$ cat src/flash_ctrl_consts.svh
// Summary of operation
// - Command field codes select read, write, erase
// - Erase completion clears command field automatically
// - Read/write commands persist; data port drives them
// - Command bit 3 clears page write latch
// - Keys 28H/29H/2AH unlock zone/program/data
// - Key AAH relocks; writes and erases refused
// - Lock read shows unlock flags bits 3..1
// - Partition N: program below N*512, data above
// - Partition zero makes whole flash data
// - Data port write fills latch at pointer low
// - Each data port write advances pointer
// - Read command: each read returns byte, advances
// - Programming is whole 128-byte pages only
// - Data commands add partition base to pointer
// - External RAM mapped as code at 0000H-07FFH
// - Boot bit one: soft reset runs RAM
// - Boot select is memory control bit 0
`ifndef FLASH_CTRL_CONSTS_SVH
`define FLASH_CTRL_CONSTS_SVH
// Register addresses
`define MEMORY_CONTROL_ADDR 16'hFC00
`define FLASH_COMMAND_ADDR 16'hFC01
`define FLASH_DATA_PORT_ADDR 16'hFC02
`define FLASH_LOCK_KEY_ADDR 16'hFC03
`define AREA_PARTITION_ADDR 16'hFC04
`define ADDR_POINTER_LOW_ADDR 16'hFC05
`define ADDR_POINTER_HIGH_ADDR 16'hFC06
// Field positions
`define CMD_INFO_EN_BIT 7
`define CMD_LATCH_CLR_BIT 3
`define MEMCTL_SLEEP_BIT 6
`define MEMCTL_BOOT_BIT 0
`define LOCK_ZONE_BIT 3
`define LOCK_PROG_BIT 2
`define LOCK_DATA_BIT 1
// Lock keys
`define KEY_ZONE 8'h28
`define KEY_PROG 8'h29
`define KEY_DATA 8'h2A
`define KEY_RELOCK 8'hAA
// Reset values
`define DATA_PORT_RST 8'h00
`define PARTITION_RST 8'h80
`define POINTER_RST 14'h0000
// Partition unit is 512 bytes, i.e. a shift of 9
`define PART_SHIFT 9
// Latch geometry and cleared value
`define LATCH_BYTES 128
`define LATCH_FILL 8'hFF
// Mapped external RAM code window top, 0000H..07FFH
`define XRAM_CODE_TOP 16'h07FF
`endif

$ cat src/flash_ctrl_pkg.sv
package flash_ctrl_pkg;
  // Command field encodings
  typedef enum logic [2:0] {
    CMD_NOP = 3'h0, CMD_DATA_RD = 3'h1, CMD_DATA_WR = 3'h2, CMD_DATA_ER = 3'h3,
    CMD_SECT_ER = 3'h4, CMD_PROG_RD = 3'h5, CMD_PROG_WR = 3'h6, CMD_PROG_ER = 3'h7
  } flash_cmd_t;
  // Operation requested of the flash array
  typedef enum logic [2:0] {
    ARR_READ, ARR_WRITE, ARR_PAGE_ERASE, ARR_SECTOR_ERASE, ARR_IDLE
  } arr_op_t;
  // One array request, held with its strobe
  typedef struct packed {
    arr_op_t op;
    logic info;
    logic [15:0] addr;
    logic [7:0] wdata;
  } arr_req_t;
  // Sequencer states
  typedef enum logic [2:0] {
    ST_IDLE, ST_READ, ST_PG_FETCH, ST_PG_WRITE, ST_ERASE, ST_CLEAR
  } seq_state_t;
endpackage

$ cat src/flash_program_data_controller.sv
`timescale 1ns/1ns
`include "flash_ctrl_consts.svh"
module flash_program_data_controller import flash_ctrl_pkg::*; #(
  parameter int PTR_W = 14,
  parameter int LATCH_AW = 7
) (
  // Clock and reset
  input wire logic CLK,
  input wire logic RST,
  // Register port
  input wire logic [15:0] ADDR,
  input wire logic WR,
  input wire logic RD,
  input wire logic [7:0] WDATA,
  output logic [7:0] RDATA,
  // Flash array side
  output logic ARR_REQ,
  output arr_req_t ARR_CMD,
  input wire logic ARR_ACK,
  input wire logic [7:0] ARR_RDATA,
  // Status
  output logic BUSY,
  // Boot, code mapping and flash sleep
  input wire logic SOFT_RST,
  input wire logic [15:0] CODE_ADDR,
  output logic CODE_SEL_XRAM,
  output logic RUN_FROM_XRAM,
  output logic FLASH_SLEEP_EN
);
  // Register state
  logic [2:0] cmd_r; // Command field
  logic info_en_r; // Information area access enable
  logic [7:0] data_port_r; // Data port byte
  logic zone_open_r, prog_open_r, data_open_r; // Unlock flags
  logic [6:0] partition_r; // Partition value
  logic part_b7_r; // Plain storage bit 7
  logic [PTR_W-1:0] ptr_r; // Address pointer
  logic boot_r, sleep_r; // Memory control bits
  logic run_xram_r; // Running from external RAM
  seq_state_t state_r;
  logic go_r; // One-cycle start of write or erase
  logic fetch_pend_r; // Read prefetch wanted
  logic [LATCH_AW-1:0] idx_r; // Latch walk counter
  logic lat_we;
  logic [LATCH_AW-1:0] lat_waddr, lat_raddr;
  logic [7:0] lat_wdata, lat_rdata;
  // Bus decode
  logic wr_cmd, wr_dat, wr_lock, wr_part, wr_ptl, wr_pth, wr_mem, rd_dat, rd_mode;
  assign wr_cmd = WR && ADDR == `FLASH_COMMAND_ADDR;
  assign wr_dat = WR && ADDR == `FLASH_DATA_PORT_ADDR;
  assign wr_lock = WR && ADDR == `FLASH_LOCK_KEY_ADDR;
  assign wr_part = WR && ADDR == `AREA_PARTITION_ADDR;
  assign wr_ptl = WR && ADDR == `ADDR_POINTER_LOW_ADDR;
  assign wr_pth = WR && ADDR == `ADDR_POINTER_HIGH_ADDR;
  assign wr_mem = WR && ADDR == `MEMORY_CONTROL_ADDR;
  assign rd_dat = RD && ADDR == `FLASH_DATA_PORT_ADDR;
  assign rd_mode = cmd_r == CMD_DATA_RD || cmd_r == CMD_PROG_RD;

  // Data-area commands are logical, offset by the partition base
  function automatic logic [15:0] phys_addr(input logic [2:0] c, input logic [PTR_W-1:0] p,
                                            input logic [6:0] n);
    logic [15:0] base;
    base = 16'({n, 9'h000});
    if (c == CMD_DATA_RD || c == CMD_DATA_WR || c == CMD_DATA_ER) begin
      phys_addr = 16'(p) + base;
    end else begin
      phys_addr = 16'(p);
    end
  endfunction

  // Whether the target area of a write or erase is open
  function automatic logic area_open(input logic [2:0] c, input logic z, input logic pr,
                                     input logic d, input logic [6:0] n);
    unique case (c)
      CMD_DATA_WR, CMD_DATA_ER: area_open = d || z;
      CMD_PROG_WR, CMD_PROG_ER: area_open = (pr || z) && n != 7'h00;
      CMD_SECT_ER: area_open = z;
      default: area_open = 1'b0;
    endcase
  endfunction

  // Command field: held for reads and writes, cleared after erase
  always_ff @(posedge CLK) begin
    if (RST) begin
      cmd_r <= 3'h0;
      info_en_r <= 1'b0;
    end else if (wr_cmd) begin
      cmd_r <= WDATA[2:0];
      info_en_r <= WDATA[`CMD_INFO_EN_BIT];
    end else if (state_r == ST_ERASE && ARR_ACK) begin
      cmd_r <= 3'h0;
    end else if (go_r && state_r == ST_IDLE && !area_open(cmd_r, zone_open_r, prog_open_r,
                                                      data_open_r, partition_r) &&
                 (cmd_r == CMD_DATA_ER || cmd_r == CMD_PROG_ER || cmd_r == CMD_SECT_ER)) begin
      cmd_r <= 3'h0;
    end
  end

  // Start pulse for write and erase commands
  always_ff @(posedge CLK) begin
    if (RST) begin
      go_r <= 1'b0;
    end else begin
      go_r <= wr_cmd && (WDATA[1:0] == 2'b10 || WDATA[1:0] == 2'b11 || WDATA[2:0] == 3'h4);
    end
  end

  // Unlock flags: keys open, relock closes everything
  always_ff @(posedge CLK) begin
    if (RST) begin
      zone_open_r <= 1'b0;
      prog_open_r <= 1'b0;
      data_open_r <= 1'b0;
    end else if (wr_lock) begin
      if (WDATA == `KEY_RELOCK) begin
        zone_open_r <= 1'b0;
        prog_open_r <= 1'b0;
        data_open_r <= 1'b0;
      end else begin
        zone_open_r <= zone_open_r || WDATA == `KEY_ZONE;
        prog_open_r <= prog_open_r || WDATA == `KEY_PROG;
        data_open_r <= data_open_r || WDATA == `KEY_DATA;
      end
    end
  end

  // Partition register; values above the limit are software's problem
  always_ff @(posedge CLK) begin
    if (RST) begin
      {part_b7_r, partition_r} <= `PARTITION_RST;
    end else if (wr_part) begin
      {part_b7_r, partition_r} <= WDATA;
    end
  end

  // Pointer: loaded by software, bumped by every data port write and by data port reads in a read mode
  always_ff @(posedge CLK) begin
    if (RST) begin
      ptr_r <= `POINTER_RST;
    end else if (wr_ptl) begin
      ptr_r[7:0] <= WDATA;
    end else if (wr_pth) begin
      ptr_r[PTR_W-1:8] <= WDATA[PTR_W-9:0];
    end else if (wr_dat || (rd_dat && rd_mode)) begin
      ptr_r <= ptr_r + 1'b1;
    end
  end

  // Data port: software byte, or prefetched flash byte
  always_ff @(posedge CLK) begin
    if (RST) begin
      data_port_r <= `DATA_PORT_RST;
    end else if (wr_dat) begin
      data_port_r <= WDATA;
    end else if (state_r == ST_READ && ARR_ACK) begin
      data_port_r <= ARR_RDATA;
    end
  end

  // Prefetch request: set wins over the clear at sequencer start
  always_ff @(posedge CLK) begin
    if (RST) begin
      fetch_pend_r <= 1'b0;
    end else if ((wr_cmd && (WDATA[2:0] == 3'h1 || WDATA[2:0] == 3'h5)) ||
                 (rd_mode && (wr_ptl || wr_pth || rd_dat))) begin
      fetch_pend_r <= 1'b1;
    end else if (state_r == ST_IDLE && !go_r) begin
      fetch_pend_r <= 1'b0;
    end
  end

  // Memory control and run location
  always_ff @(posedge CLK) begin
    if (RST) begin
      boot_r <= 1'b0;
      sleep_r <= 1'b0;
      run_xram_r <= 1'b0;
    end else begin
      if (wr_mem) begin
        boot_r <= WDATA[`MEMCTL_BOOT_BIT];
        sleep_r <= WDATA[`MEMCTL_SLEEP_BIT];
      end
      if (SOFT_RST) begin
        run_xram_r <= boot_r;
      end
    end
  end

  // Code fetch steering into the mapped RAM window
  always_ff @(posedge CLK) begin
    if (RST) begin
      CODE_SEL_XRAM <= 1'b0;
    end else begin
      CODE_SEL_XRAM <= run_xram_r && CODE_ADDR <= `XRAM_CODE_TOP;
    end
  end
  assign RUN_FROM_XRAM = run_xram_r;
  assign FLASH_SLEEP_EN = sleep_r;

  // Sequencer: prefetch, page program, erase, latch clear
  always_ff @(posedge CLK) begin
    if (RST) begin
      state_r <= ST_IDLE;
      idx_r <= '0;
    end else begin
      unique case (state_r)
        ST_IDLE: begin
          idx_r <= '0;
          if (wr_cmd && WDATA[`CMD_LATCH_CLR_BIT]) begin
            state_r <= ST_CLEAR;
          end else if (go_r && area_open(cmd_r, zone_open_r, prog_open_r, data_open_r,
                                         partition_r)) begin
            if (cmd_r == CMD_DATA_WR || cmd_r == CMD_PROG_WR) begin
              state_r <= ST_PG_FETCH;
            end else begin
              state_r <= ST_ERASE;
            end
          end else if (fetch_pend_r && rd_mode) begin
            state_r <= ST_READ;
          end
        end
        ST_READ: begin
          if (ARR_ACK) begin
            state_r <= ST_IDLE;
          end
        end
        ST_PG_FETCH: state_r <= ST_PG_WRITE;
        ST_PG_WRITE: begin
          if (ARR_ACK) begin
            idx_r <= idx_r + 1'b1;
            state_r <= (idx_r == LATCH_AW'(`LATCH_BYTES - 1)) ? ST_IDLE : ST_PG_FETCH;
          end
        end
        ST_ERASE: begin
          if (ARR_ACK) begin
            state_r <= ST_IDLE;
          end
        end
        ST_CLEAR: begin
          idx_r <= idx_r + 1'b1;
          if (idx_r == LATCH_AW'(`LATCH_BYTES - 1)) begin
            state_r <= ST_IDLE;
          end
        end
      endcase
    end
  end

  // Latch ports: clear walk, else data port writes
  always_comb begin
    lat_we = wr_dat || state_r == ST_CLEAR;
    lat_waddr = (state_r == ST_CLEAR) ? idx_r : ptr_r[LATCH_AW-1:0];
    lat_wdata = (state_r == ST_CLEAR) ? `LATCH_FILL : WDATA;
    lat_raddr = idx_r;
  end

  page_latch_mem #(.DEPTH(`LATCH_BYTES), .AW(LATCH_AW)) u_latch (
    .clk(CLK),
    .we(lat_we),
    .waddr(lat_waddr),
    .wdata(lat_wdata),
    .raddr(lat_raddr),
    .rdata(lat_rdata)
  );

  // Array request: raised on entering the read, page write or erase state, dropped on acknowledge
  always_ff @(posedge CLK) begin
    if (RST) begin
      ARR_REQ <= 1'b0;
      ARR_CMD <= '{op: ARR_IDLE, info: 1'b0, addr: 16'h0000, wdata: 8'h00};
    end else if (ARR_REQ) begin
      if (ARR_ACK) begin
        ARR_REQ <= 1'b0;
      end
    end else if (state_r == ST_READ) begin
      ARR_REQ <= 1'b1;
      ARR_CMD <= '{op: ARR_READ, info: info_en_r,
                   addr: phys_addr(cmd_r, ptr_r, partition_r), wdata: 8'h00};
    end else if (state_r == ST_PG_WRITE) begin
      ARR_REQ <= 1'b1;
      ARR_CMD <= '{op: ARR_WRITE, info: info_en_r, wdata: lat_rdata,
                   addr: phys_addr(cmd_r, {ptr_r[PTR_W-1:LATCH_AW], idx_r}, partition_r)};
    end else if (state_r == ST_ERASE) begin
      ARR_REQ <= 1'b1;
      ARR_CMD <= '{op: (cmd_r == CMD_SECT_ER) ? ARR_SECTOR_ERASE : ARR_PAGE_ERASE,
                   info: info_en_r, addr: phys_addr(cmd_r, ptr_r, partition_r), wdata: 8'h00};
    end
  end

  // Busy flag
  always_ff @(posedge CLK) begin
    if (RST) begin
      BUSY <= 1'b0;
    end else begin
      BUSY <= state_r != ST_IDLE || go_r;
    end
  end

  // Read data, one cycle after the strobe
  always_ff @(posedge CLK) begin
    if (RST) begin
      RDATA <= 8'h00;
    end else if (RD) begin
      unique case (ADDR)
        `MEMORY_CONTROL_ADDR: RDATA <= {1'b0, sleep_r, 5'h00, boot_r};
        `FLASH_COMMAND_ADDR: RDATA <= {info_en_r, 4'h0, cmd_r};
        `FLASH_DATA_PORT_ADDR: RDATA <= data_port_r;
        `FLASH_LOCK_KEY_ADDR: RDATA <= {4'h0, zone_open_r, prog_open_r, data_open_r, 1'b0};
        `AREA_PARTITION_ADDR: RDATA <= {part_b7_r, partition_r};
        `ADDR_POINTER_LOW_ADDR: RDATA <= ptr_r[7:0];
        `ADDR_POINTER_HIGH_ADDR: RDATA <= 8'(ptr_r[PTR_W-1:8]);
        default: RDATA <= 8'h00;
      endcase
    end
  end

  // Checks
  AST_RELOCK: assert property (@(posedge CLK) disable iff (RST)
    wr_lock && WDATA == `KEY_RELOCK |=> !zone_open_r && !prog_open_r && !data_open_r)
    else $error("relock left an area open");
  AST_LOCKED_NO_WRITE: assert property (@(posedge CLK) disable iff (RST)
    ARR_REQ && ARR_CMD.op == ARR_WRITE |-> zone_open_r || prog_open_r || data_open_r)
    else $error("write issued while locked");
  AST_ERASE_CLEARS: assert property (@(posedge CLK) disable iff (RST)
    state_r == ST_ERASE && ARR_ACK && !wr_cmd |=> cmd_r == 3'h0)
    else $error("erase did not clear command");
  AST_PTR_STEP: assert property (@(posedge CLK) disable iff (RST)
    wr_dat && !wr_ptl && !wr_pth |=> ptr_r == $past(ptr_r) + 1'b1)
    else $error("pointer did not advance");
  AST_CLEAR_LEN: assert property (@(posedge CLK) disable iff (RST)
    state_r == ST_IDLE && wr_cmd && WDATA[3] |=> state_r == ST_CLEAR ##128 state_r == ST_IDLE)
    else $error("latch clear length wrong");
  AST_DATA_BASE: assert property (@(posedge CLK) disable iff (RST)
    ARR_REQ && $rose(ARR_REQ) && cmd_r == CMD_DATA_RD |->
    ARR_CMD.addr == 16'(ptr_r) + 16'({partition_r, 9'h000}))
    else $error("data address lacks base");
  AST_READ_KEEPS: assert property (@(posedge CLK) disable iff (RST)
    rd_mode && !wr_cmd |=> cmd_r == $past(cmd_r))
    else $error("read command changed");
  AST_PROG_ZERO_PART: assert property (@(posedge CLK) disable iff (RST)
    state_r == ST_IDLE && go_r && partition_r == 7'h00 && !zone_open_r &&
    cmd_r == CMD_PROG_WR |=> state_r == ST_IDLE)
    else $error("program write with no program area");
  AST_BOOT: assert property (@(posedge CLK) disable iff (RST)
    SOFT_RST |=> RUN_FROM_XRAM == $past(boot_r))
    else $error("soft reset ignored boot bit");
  COV_PAGE: cover property (@(posedge CLK) state_r == ST_PG_WRITE && ARR_ACK && idx_r == 7'h7F);
  COV_ERASE: cover property (@(posedge CLK) state_r == ST_ERASE && ARR_ACK);
  COV_READ: cover property (@(posedge CLK) rd_dat && rd_mode);
endmodule // flash_program_data_controller

$ cat src/page_latch_mem.sv
`timescale 1ns/1ns
module page_latch_mem #(
  parameter int DEPTH = 128,
  parameter int AW = 7
) (
  // Clock
  input wire logic clk,
  // Write port
  input wire logic we,
  input wire logic [AW-1:0] waddr,
  input wire logic [7:0] wdata,
  // Read port, data one cycle after address
  input wire logic [AW-1:0] raddr,
  output logic [7:0] rdata
);
  // Storage, no reset: cleared explicitly by the sequencer
  logic [7:0] mem [DEPTH];

  // Write side
  always_ff @(posedge clk) begin
    if (we) begin
      mem[waddr] <= wdata;
    end
  end

  // Registered read
  always_ff @(posedge clk) begin
    rdata <= mem[raddr];
  end
endmodule // page_latch_mem

$ cat config.mk
export PLATFORM = sky130hd
export DESIGN_NAME = flash_program_data_controller
export DESIGN_NICKNAME = d
export VERILOG_FILES = /design/src/flash_ctrl_pkg.sv /design/src/flash_program_data_controller.sv /design/src/page_latch_mem.sv
export VERILOG_INCLUDE_DIRS = /design/src /design/src/src
export SDC_FILE = /design/constraint.sdc
export NUM_CORES = 1
export LEC_CHECK = 0
export BUFFER_PORTS_ARGS = -buffer_cell sky130_fd_sc_hd__buf_2
export CELL_PAD_IN_SITES_DETAIL_PLACEMENT = 0
export CELL_PAD_IN_SITES_GLOBAL_PLACEMENT = 1
export CORE_MARGIN = 4
export CORE_UTILIZATION = 50
export CTS_BUF_LIST = sky130_fd_sc_hd__clkbuf_4 sky130_fd_sc_hd__clkbuf_8
export CTS_CLUSTER_SIZE = 12
export DETAILED_ROUTE_END_ITERATION = 7
export GPL_ROUTABILITY_DRIVEN = 0
export PLACE_DENSITY = 0.78
export SYNTH_ARGS = -nofsm -noshare
export SYNTH_HDL_FRONTEND = slang
export SYNTH_SLANG_ARGS = --single-unit
$ cat constraint.sdc
create_clock -name CLK -period 3.7 [get_ports CLK]
set_clock_uncertainty 0.1 [all_clocks]
set_input_delay 0.74 -clock CLK [delete_from_list [all_inputs] [get_ports CLK]]
set_output_delay 0.74 -clock CLK [all_outputs]
set_load 0.02 [all_outputs]
Word level (Yosys, flattened, before mapping)
Memory sizes are Yosys's and may differ from the RTL's. A register that Yosys moved wholly into a read port is not among the register bits.
Index checks and enable logic that the tools add are counted.
{ "word_totals": {"regBits": 91, "latch_bits": 0, "mem_bits_rw": 1024, "mem_bits_ro": 0, "out_inout_bits": 41, "n_memories": 1} }
{ "classes": {"n_addsub": 4, "mul": 0, "div": 0, "order_cmp": 1, "n_eq_ne": 34, "n_shift": 0, "muxes": 48, "bitwise_logic": 2, "n_reduce_logical": 63} }
{ "mem_list": {"columns": ["name", "depth", "word_bits", "rd", "rd_ports_with_merged_regs", "write_ports", "line_no", "text"], "rows": [
  ["u_latch.mem", 128, 8, 1, 1, 1, "page_latch_mem.sv:17", "logic [7:0] mem [DEPTH];"]
]} }
{ "op_table": {"columns": ["operator", "n"], "rows": [
  ["$eq A16 B16 Y1 const B", 7],
  ["$mux W28", 3],
  ["$pmux W8 S7", 1],
  ["$mux W8", 5],
  ["$add A14 B16 Y16", 2],
  ["$mux W16", 2],
  ["$mux W3", 10],
  ["$eq A3 B3 Y1 const B", 8],
  ["$eq A8 B6 Y1 const B", 3],
  ["$logic_and A1 B1 Y1", 23],
  ["$pmux W7 S3", 1],
  ["$logic_or A1 B1 Y1", 20],
  ["$mux W1", 19],
  ["$le A16 B11 Y1 const B", 1],
  ["$pmux W3 S5", 1],
  ["$add A14 B1 Y14 const B", 1],
  ["$mux W14", 1],
  ["$mux W7", 2],
  ["$eq A3 B2 Y1 const B", 4],
  ["$reduce_bool A3 Y1", 4],
  ["$eq A3 B1 Y1 const B", 3],
  ["$eq A8 B8 Y1 const B", 1],
  ["$reduce_and A2 Y1", 4],
  ["$reduce_bool A2 Y1", 4],
  ["other kinds (15)", 22]
]} }

Logic depth before layout (Yosys ltp)
{ "depth": {"depth_word": 12, "mapped_depth": 10} }

Cells and area by module
A second synthesis with hierarchy kept.
{ "hier_totals": {"hier_cells": 2271, "area_unflattened_um2": 44729.1} }
{ "by_module_without_submodules": {"columns": ["mod", "n_inst", "cells_each", "area_each_um2", "seq_area_each_um2"], "rows": [
  ["page_latch_mem", 1, 1635, 39665.5, 30909.6],
  ["flash_program_data_controller", 1, 636, 5063.6, 1821.7]
]} }

Worst setup path before layout
No wires, ideal clock.
{ "synth_path": {"path_type": "input-to-reg", "startpoint": "input WDATA[1]", "endpoint": "memory u_latch.mem[0][1] (data pin)", "setup_time_ps": 551, "arrival_ps": 2769, "required_time_ps": 3049, "path_slack_ps": 280, "cell_stages": 2, "path_buffers": 1, "path_cell_list": "clkbuf_1 nand2b_1"} }
{ "synth_via": {"elab_chain_cells": 1} }
{ "synth_rtl": {"columns": ["element", "line_no", "text"], "rows": [
  ["from (decl)", "flash_program_data_controller.sv:14", "input wire logic [7:0] WDATA,"],
  ["$mux W8", "flash_program_data_controller.sv:253", "lat_wdata = (state_r == ST_CLEAR) ? `LATCH_FILL : WDATA;"],
  ["named net lat_wdata[1]", "flash_program_data_controller.sv:46", "logic [7:0] lat_wdata, lat_rdata;"],
  ["to (decl)", "page_latch_mem.sv:17", null]
]} }
The timed path passes the listed nets, and every way through them passes these cells.

Final worst setup path
{ "layout_path": {"startpoint": "register state_r[1]", "endpoint": "memory u_latch.mem[42][7] (enable)"} }
{ "layout_via": {"elab_chain_cells": 4, "elab_cells_between_ends": 5} }
{ "layout_rtl": {"columns": ["element", "line_no", "text"], "rows": [
  ["from (decl)", "flash_program_data_controller.sv:40", "seq_state_t state_r;"],
  ["from (signal assigned)", "flash_program_data_controller.sv:231", "state_r <= (idx_r == LATCH_AW'(`LATCH_BYTES - 1)) ? ST_IDLE : ST_PG_FETCH;"],
  ["$eq A3 B3 Y1 *", "flash_program_data_controller.sv:251, flash_program_data_controller.sv:252", null],
  ["$logic_or A1 B1 Y1", "flash_program_data_controller.sv:251", "lat_we = wr_dat || state_r == ST_CLEAR;"],
  ["$mux W1", "page_latch_mem.sv:21", "if (we) begin"],
  ["$mux W1 (implied by the code)", "page_latch_mem.sv:22", "mem[waddr] <= wdata;"]
]} }
Mark *: on every way between the ends. The rest lies on a longest branch, timed or not.

==> results.py <==
metrics = {
    "cts": {
        "htree_levels": 4,
        "clockBufferDepth": 3,
        "cts_tree": "yes",
        "postCtsSetupRepairBufs": 0,
        "cts.sinks": 1123,
        "cts_hold_buf": 0,
        "cts-root-buf": "clkbuf_8",
        "cts_buffers": 175,
        "clock_latency_ns": 0.84,
        "cts_resized": 0,
        "clk_pin_slew_ns": 0.06,
    },
    "synthesis": {
        "ys_warn_count": 0,
        "synth_simple_gate_area_share_pct": 5.56,
        "synth_compound_area_share_pct": 5.86,
        "synth.avg_cell_area_um2": 17.3,
        "synth_edf_count": 1024,
        "ys_top_cells_by_area": "edfxtp_1 68%, mux4_2 10%, dfxtp_1 4.4%",
        "yosysTopAreaCellShare_pct": 68.4,
        "synthXorXnorAreaFrac_pct": 0.175,
        "synth_fa_ha_area_share_pct": 0.239,
        "synth_cells": 2603,
        "synth_fp_nets": 2665,
        "synth_top_family_by_area": "multiplexers",
        "ys.flop_type": "edfxtp_1",
        "muxShareOfSynthArea_pct": 13.5,
        "async_flop_share_pct": 0,
        "synth.distinct_cells": 73,
        "netlist_area_um2": 44900,
        "synth_largest_area_cell": "edfxtp_1",
        "ys_seq_elements": 1123,
        "yosysSeqAreaShare_pct": 72.8,
    },
    "power_and_ir_drop": {
        "power_leakage_nw": 16.4,
        "powerDensity_nw_per_um2": 470,
        "peakVddDrop_uv": 406,
        "total_power_mw": 24.3,
    },
    "timing": {
        "slew_violations": 0,
        "tightestPinTransition_ns": 1.09,
        "fin_tns_setup_ns": 0,
        "setup_viol_count_final": 0,
        "fin_crit_sh_pct": 90.7,
        "hold_viol_final": 0,
        "slew-limit-headroom_pct": 25.3,
        "rsz0062_at_grt": "false",
        "period_needed_ns": 3.36,
        "max_freq_ghz": 0.298,
    },
    "setup_path": {
        "crit_fanout": 14,
        "r2r_cells": 8,
        "worstSetupEndpointType": "register",
        "required_ns": 4.13,
        "path_class": "register to register",
        "crit_arrival_ns": 3.78,
        "critPathLaunchType": "register",
    },
    "global_route": {
        "grt_antenna_before_repair": 3,
        "grt_max_degree": 82,
        "use_met2_pct": 38.8,
        "grt.met1_usage_pct": 33.4,
        "grt_pass1_wl_mm": 170,
        "met3_usage_pct": 5.39,
        "grtUsageTotal_pct": 24.3,
        "gr-total-overflow": 0,
        "top_usage_layer": "met2",
        "grt_pass1_vias": 26300,
    },
    "finish": {
        "area_growth_pct": 15.2,
        "final_nets": 3022,
        "drive_gt1_share_pct": 28.0,
        "final_cells": 4271,
        "final_cell_area_um2": 51800,
        "fin_util_pct": 58.3,
    },
    "drt": {
        "drt_iter0_drc": 3143,
        "drt_pre_antenna_iters": 5,
        "viasPerCell": 6.10,
        "final_antenna_net_count": 0,
        "drc": 0,
        "post_drt_wl_per_cell_um": 26.8,
        "vias": 26000,
        "drt_wl_total_mm": 114,
    },
    "place": {
        "hpwl_mm": 72.8,
        "port_buffers": 83,
        "dp_cells": 3948,
        "placed_cell_area_um2": 48400,
    },
    "die": {
        "die_area_um2": 94700,
        "io_pins": 95,
        "die_w_um": 308,
        "core_area_um2": 88800,
        "initial_core_util_pct": 50.6,
        "rows": 109,
        "die_y_um": 308,
    },
    "run": {
        "max-cap-violations": 0,
    },
    "min_path": {
        "hold-path-cell-count": 3,
        "worstHoldPathType": "primary input to register",
    },
    "run_status": {
        "status": "finished, final reports clean",
    },
}
routing by layer:
metal | up-vias | share of wire [%]
li1 | 11200 | -
met1 | 13300 | 40
met2 | 1247 | 48
met3 | 255 | 8.3
met4 | 0 | 3.2
met5 | - | 0
per-stage QoR:
| stage | hold WS (ns) | setup WS (ns) |
|---|---|---|
| floorplan | 0.333 | 0.280 |
| global placement | 0.336 | 0.298 |
| detailed placement | 0.346 | 0.256 |
| finish | 0.0704 | 0.345 |
| global route | 0.0549 | 0.237 |
| CTS | 0.00640 | 0.385 |
synthesized netlist by cell type (6+ instances only):
master,count
o221ai_1,11
buf_4,12
a221o_1,6
buf_1,14
o21ai_0,49
a311oi_1,9
nor2_1,205
nand3_1,44
nor4_1,6
nor2b_1,43
ha_1,7
a211oi_1,57
nor3b_1,6
nand4_1,9
buf_2,45
nor3_1,25
a221oi_1,18
a21oi_1,93
or2_2,6
nand2b_1,19
o31ai_1,7
edfxtp_1,1024
mux4_2,202
a2111oi_0,10
xor2_1,6
and3_1,6
dfxtp_1,99
inv_1,19
a22o_1,19
clkbuf_1,90
a22oi_1,26
o22ai_1,29
mux2_2,21
nand2_1,141
mux2i_1,130
a31oi_1,12
and2_1,6
o211ai_1,9
worst max-delay path: stages, from the launching register on:
cell	delay [ns]
dfxtp_1	0.52
inv_1	0.15
nand3_2	0.14
buf_4	0.23
mux2i_1	0.70
nand3_1	0.41
buf_4	0.30
nor2_1	0.24
buf_4	0.22
area by class of cell:
class                   count  area [µm²]
diodes                      2        5.00
clock buffers             225        2800
clock inverters            96         593
fillers                  6502       37000
inverters                  20        75.1
multi-input cells        1297       11500
flip-flops and latches   1123       32700
well taps                1165        1460
repair buffers            343        2610
registers in the layout, indices dropped and copies added (netlist names), 3 cells and up:
signal / flops
idx_r: 7
state_r: 3
cmd_r: 3
u_latch.mem: 1024
partition_r: 7
data_port_r: 8
ptr_r: 14
ARR_CMD: 28
u_latch.rdata: 8
RDATA: 8
power by group:
part / internal (mW) / switching [mW] / leakage [nW] / total [mW]
Sequential: 13.8 / 0.0143 / 10.0 / 13.9
Combinational: 0.0894 / 0.329 / 4.62 / 0.419
Clock: 5.29 / 4.78 / 1.81 / 10.1
Total: 19.2 / 5.13 / 16.4 / 24.3
final timing paths:
kind                           start                            to  slack [ns]
max          state_r[1]$_SDFFE_PP0P_  u_latch.mem[42][7]$_DFFE_PP_        0.34
min                         SOFT_RST    RUN_FROM_XRAM$_SDFFE_PP0P_        0.07
max reg2reg  state_r[1]$_SDFFE_PP0P_  u_latch.mem[42][7]$_DFFE_PP_        0.34
min reg2reg  ARR_CMD[6]$_SDFFE_PP0P_       ARR_CMD[6]$_SDFFE_PP0P_        0.35
cells in the final DEF (no fill, tap or decap), drive strengths merged, types with 21 or more instances in the layout:
master,Yosys,final
o22ai,29,29
nor2b,43,43
mux4,202,202
a211oi,57,57
nand2,141,141
nor2,205,205
mux2i,130,130
edfxtp,1024,1024
inv,19,31
nand3,44,44
buf,73,343
a22oi,26,26
nor3,25,25
dfxtp,99,99
a21oi,93,93
clkbuf,90,225
clkinv,1,81
o21ai,51,51
mux2,21,21
kinds of logic (layout without fill, tap and decap cells):
| logic type | count (synthesis) | count (layout) |
|---|---|---|
| AND/OR/NAND/NOR | 540 | 540 |
| multiplexers | 353 | 353 |
| flip-flops | 1123 | 1123 |
| adder cells (fa/ha/maj) | 8 | 8 |
| XOR/XNOR | 9 | 9 |
| other | 0 | 2 |
| buffers and inverters | 183 | 684 |
| AO/OA/AOI/OAI | 387 | 387 |
(Power assumes the default switching activity.)
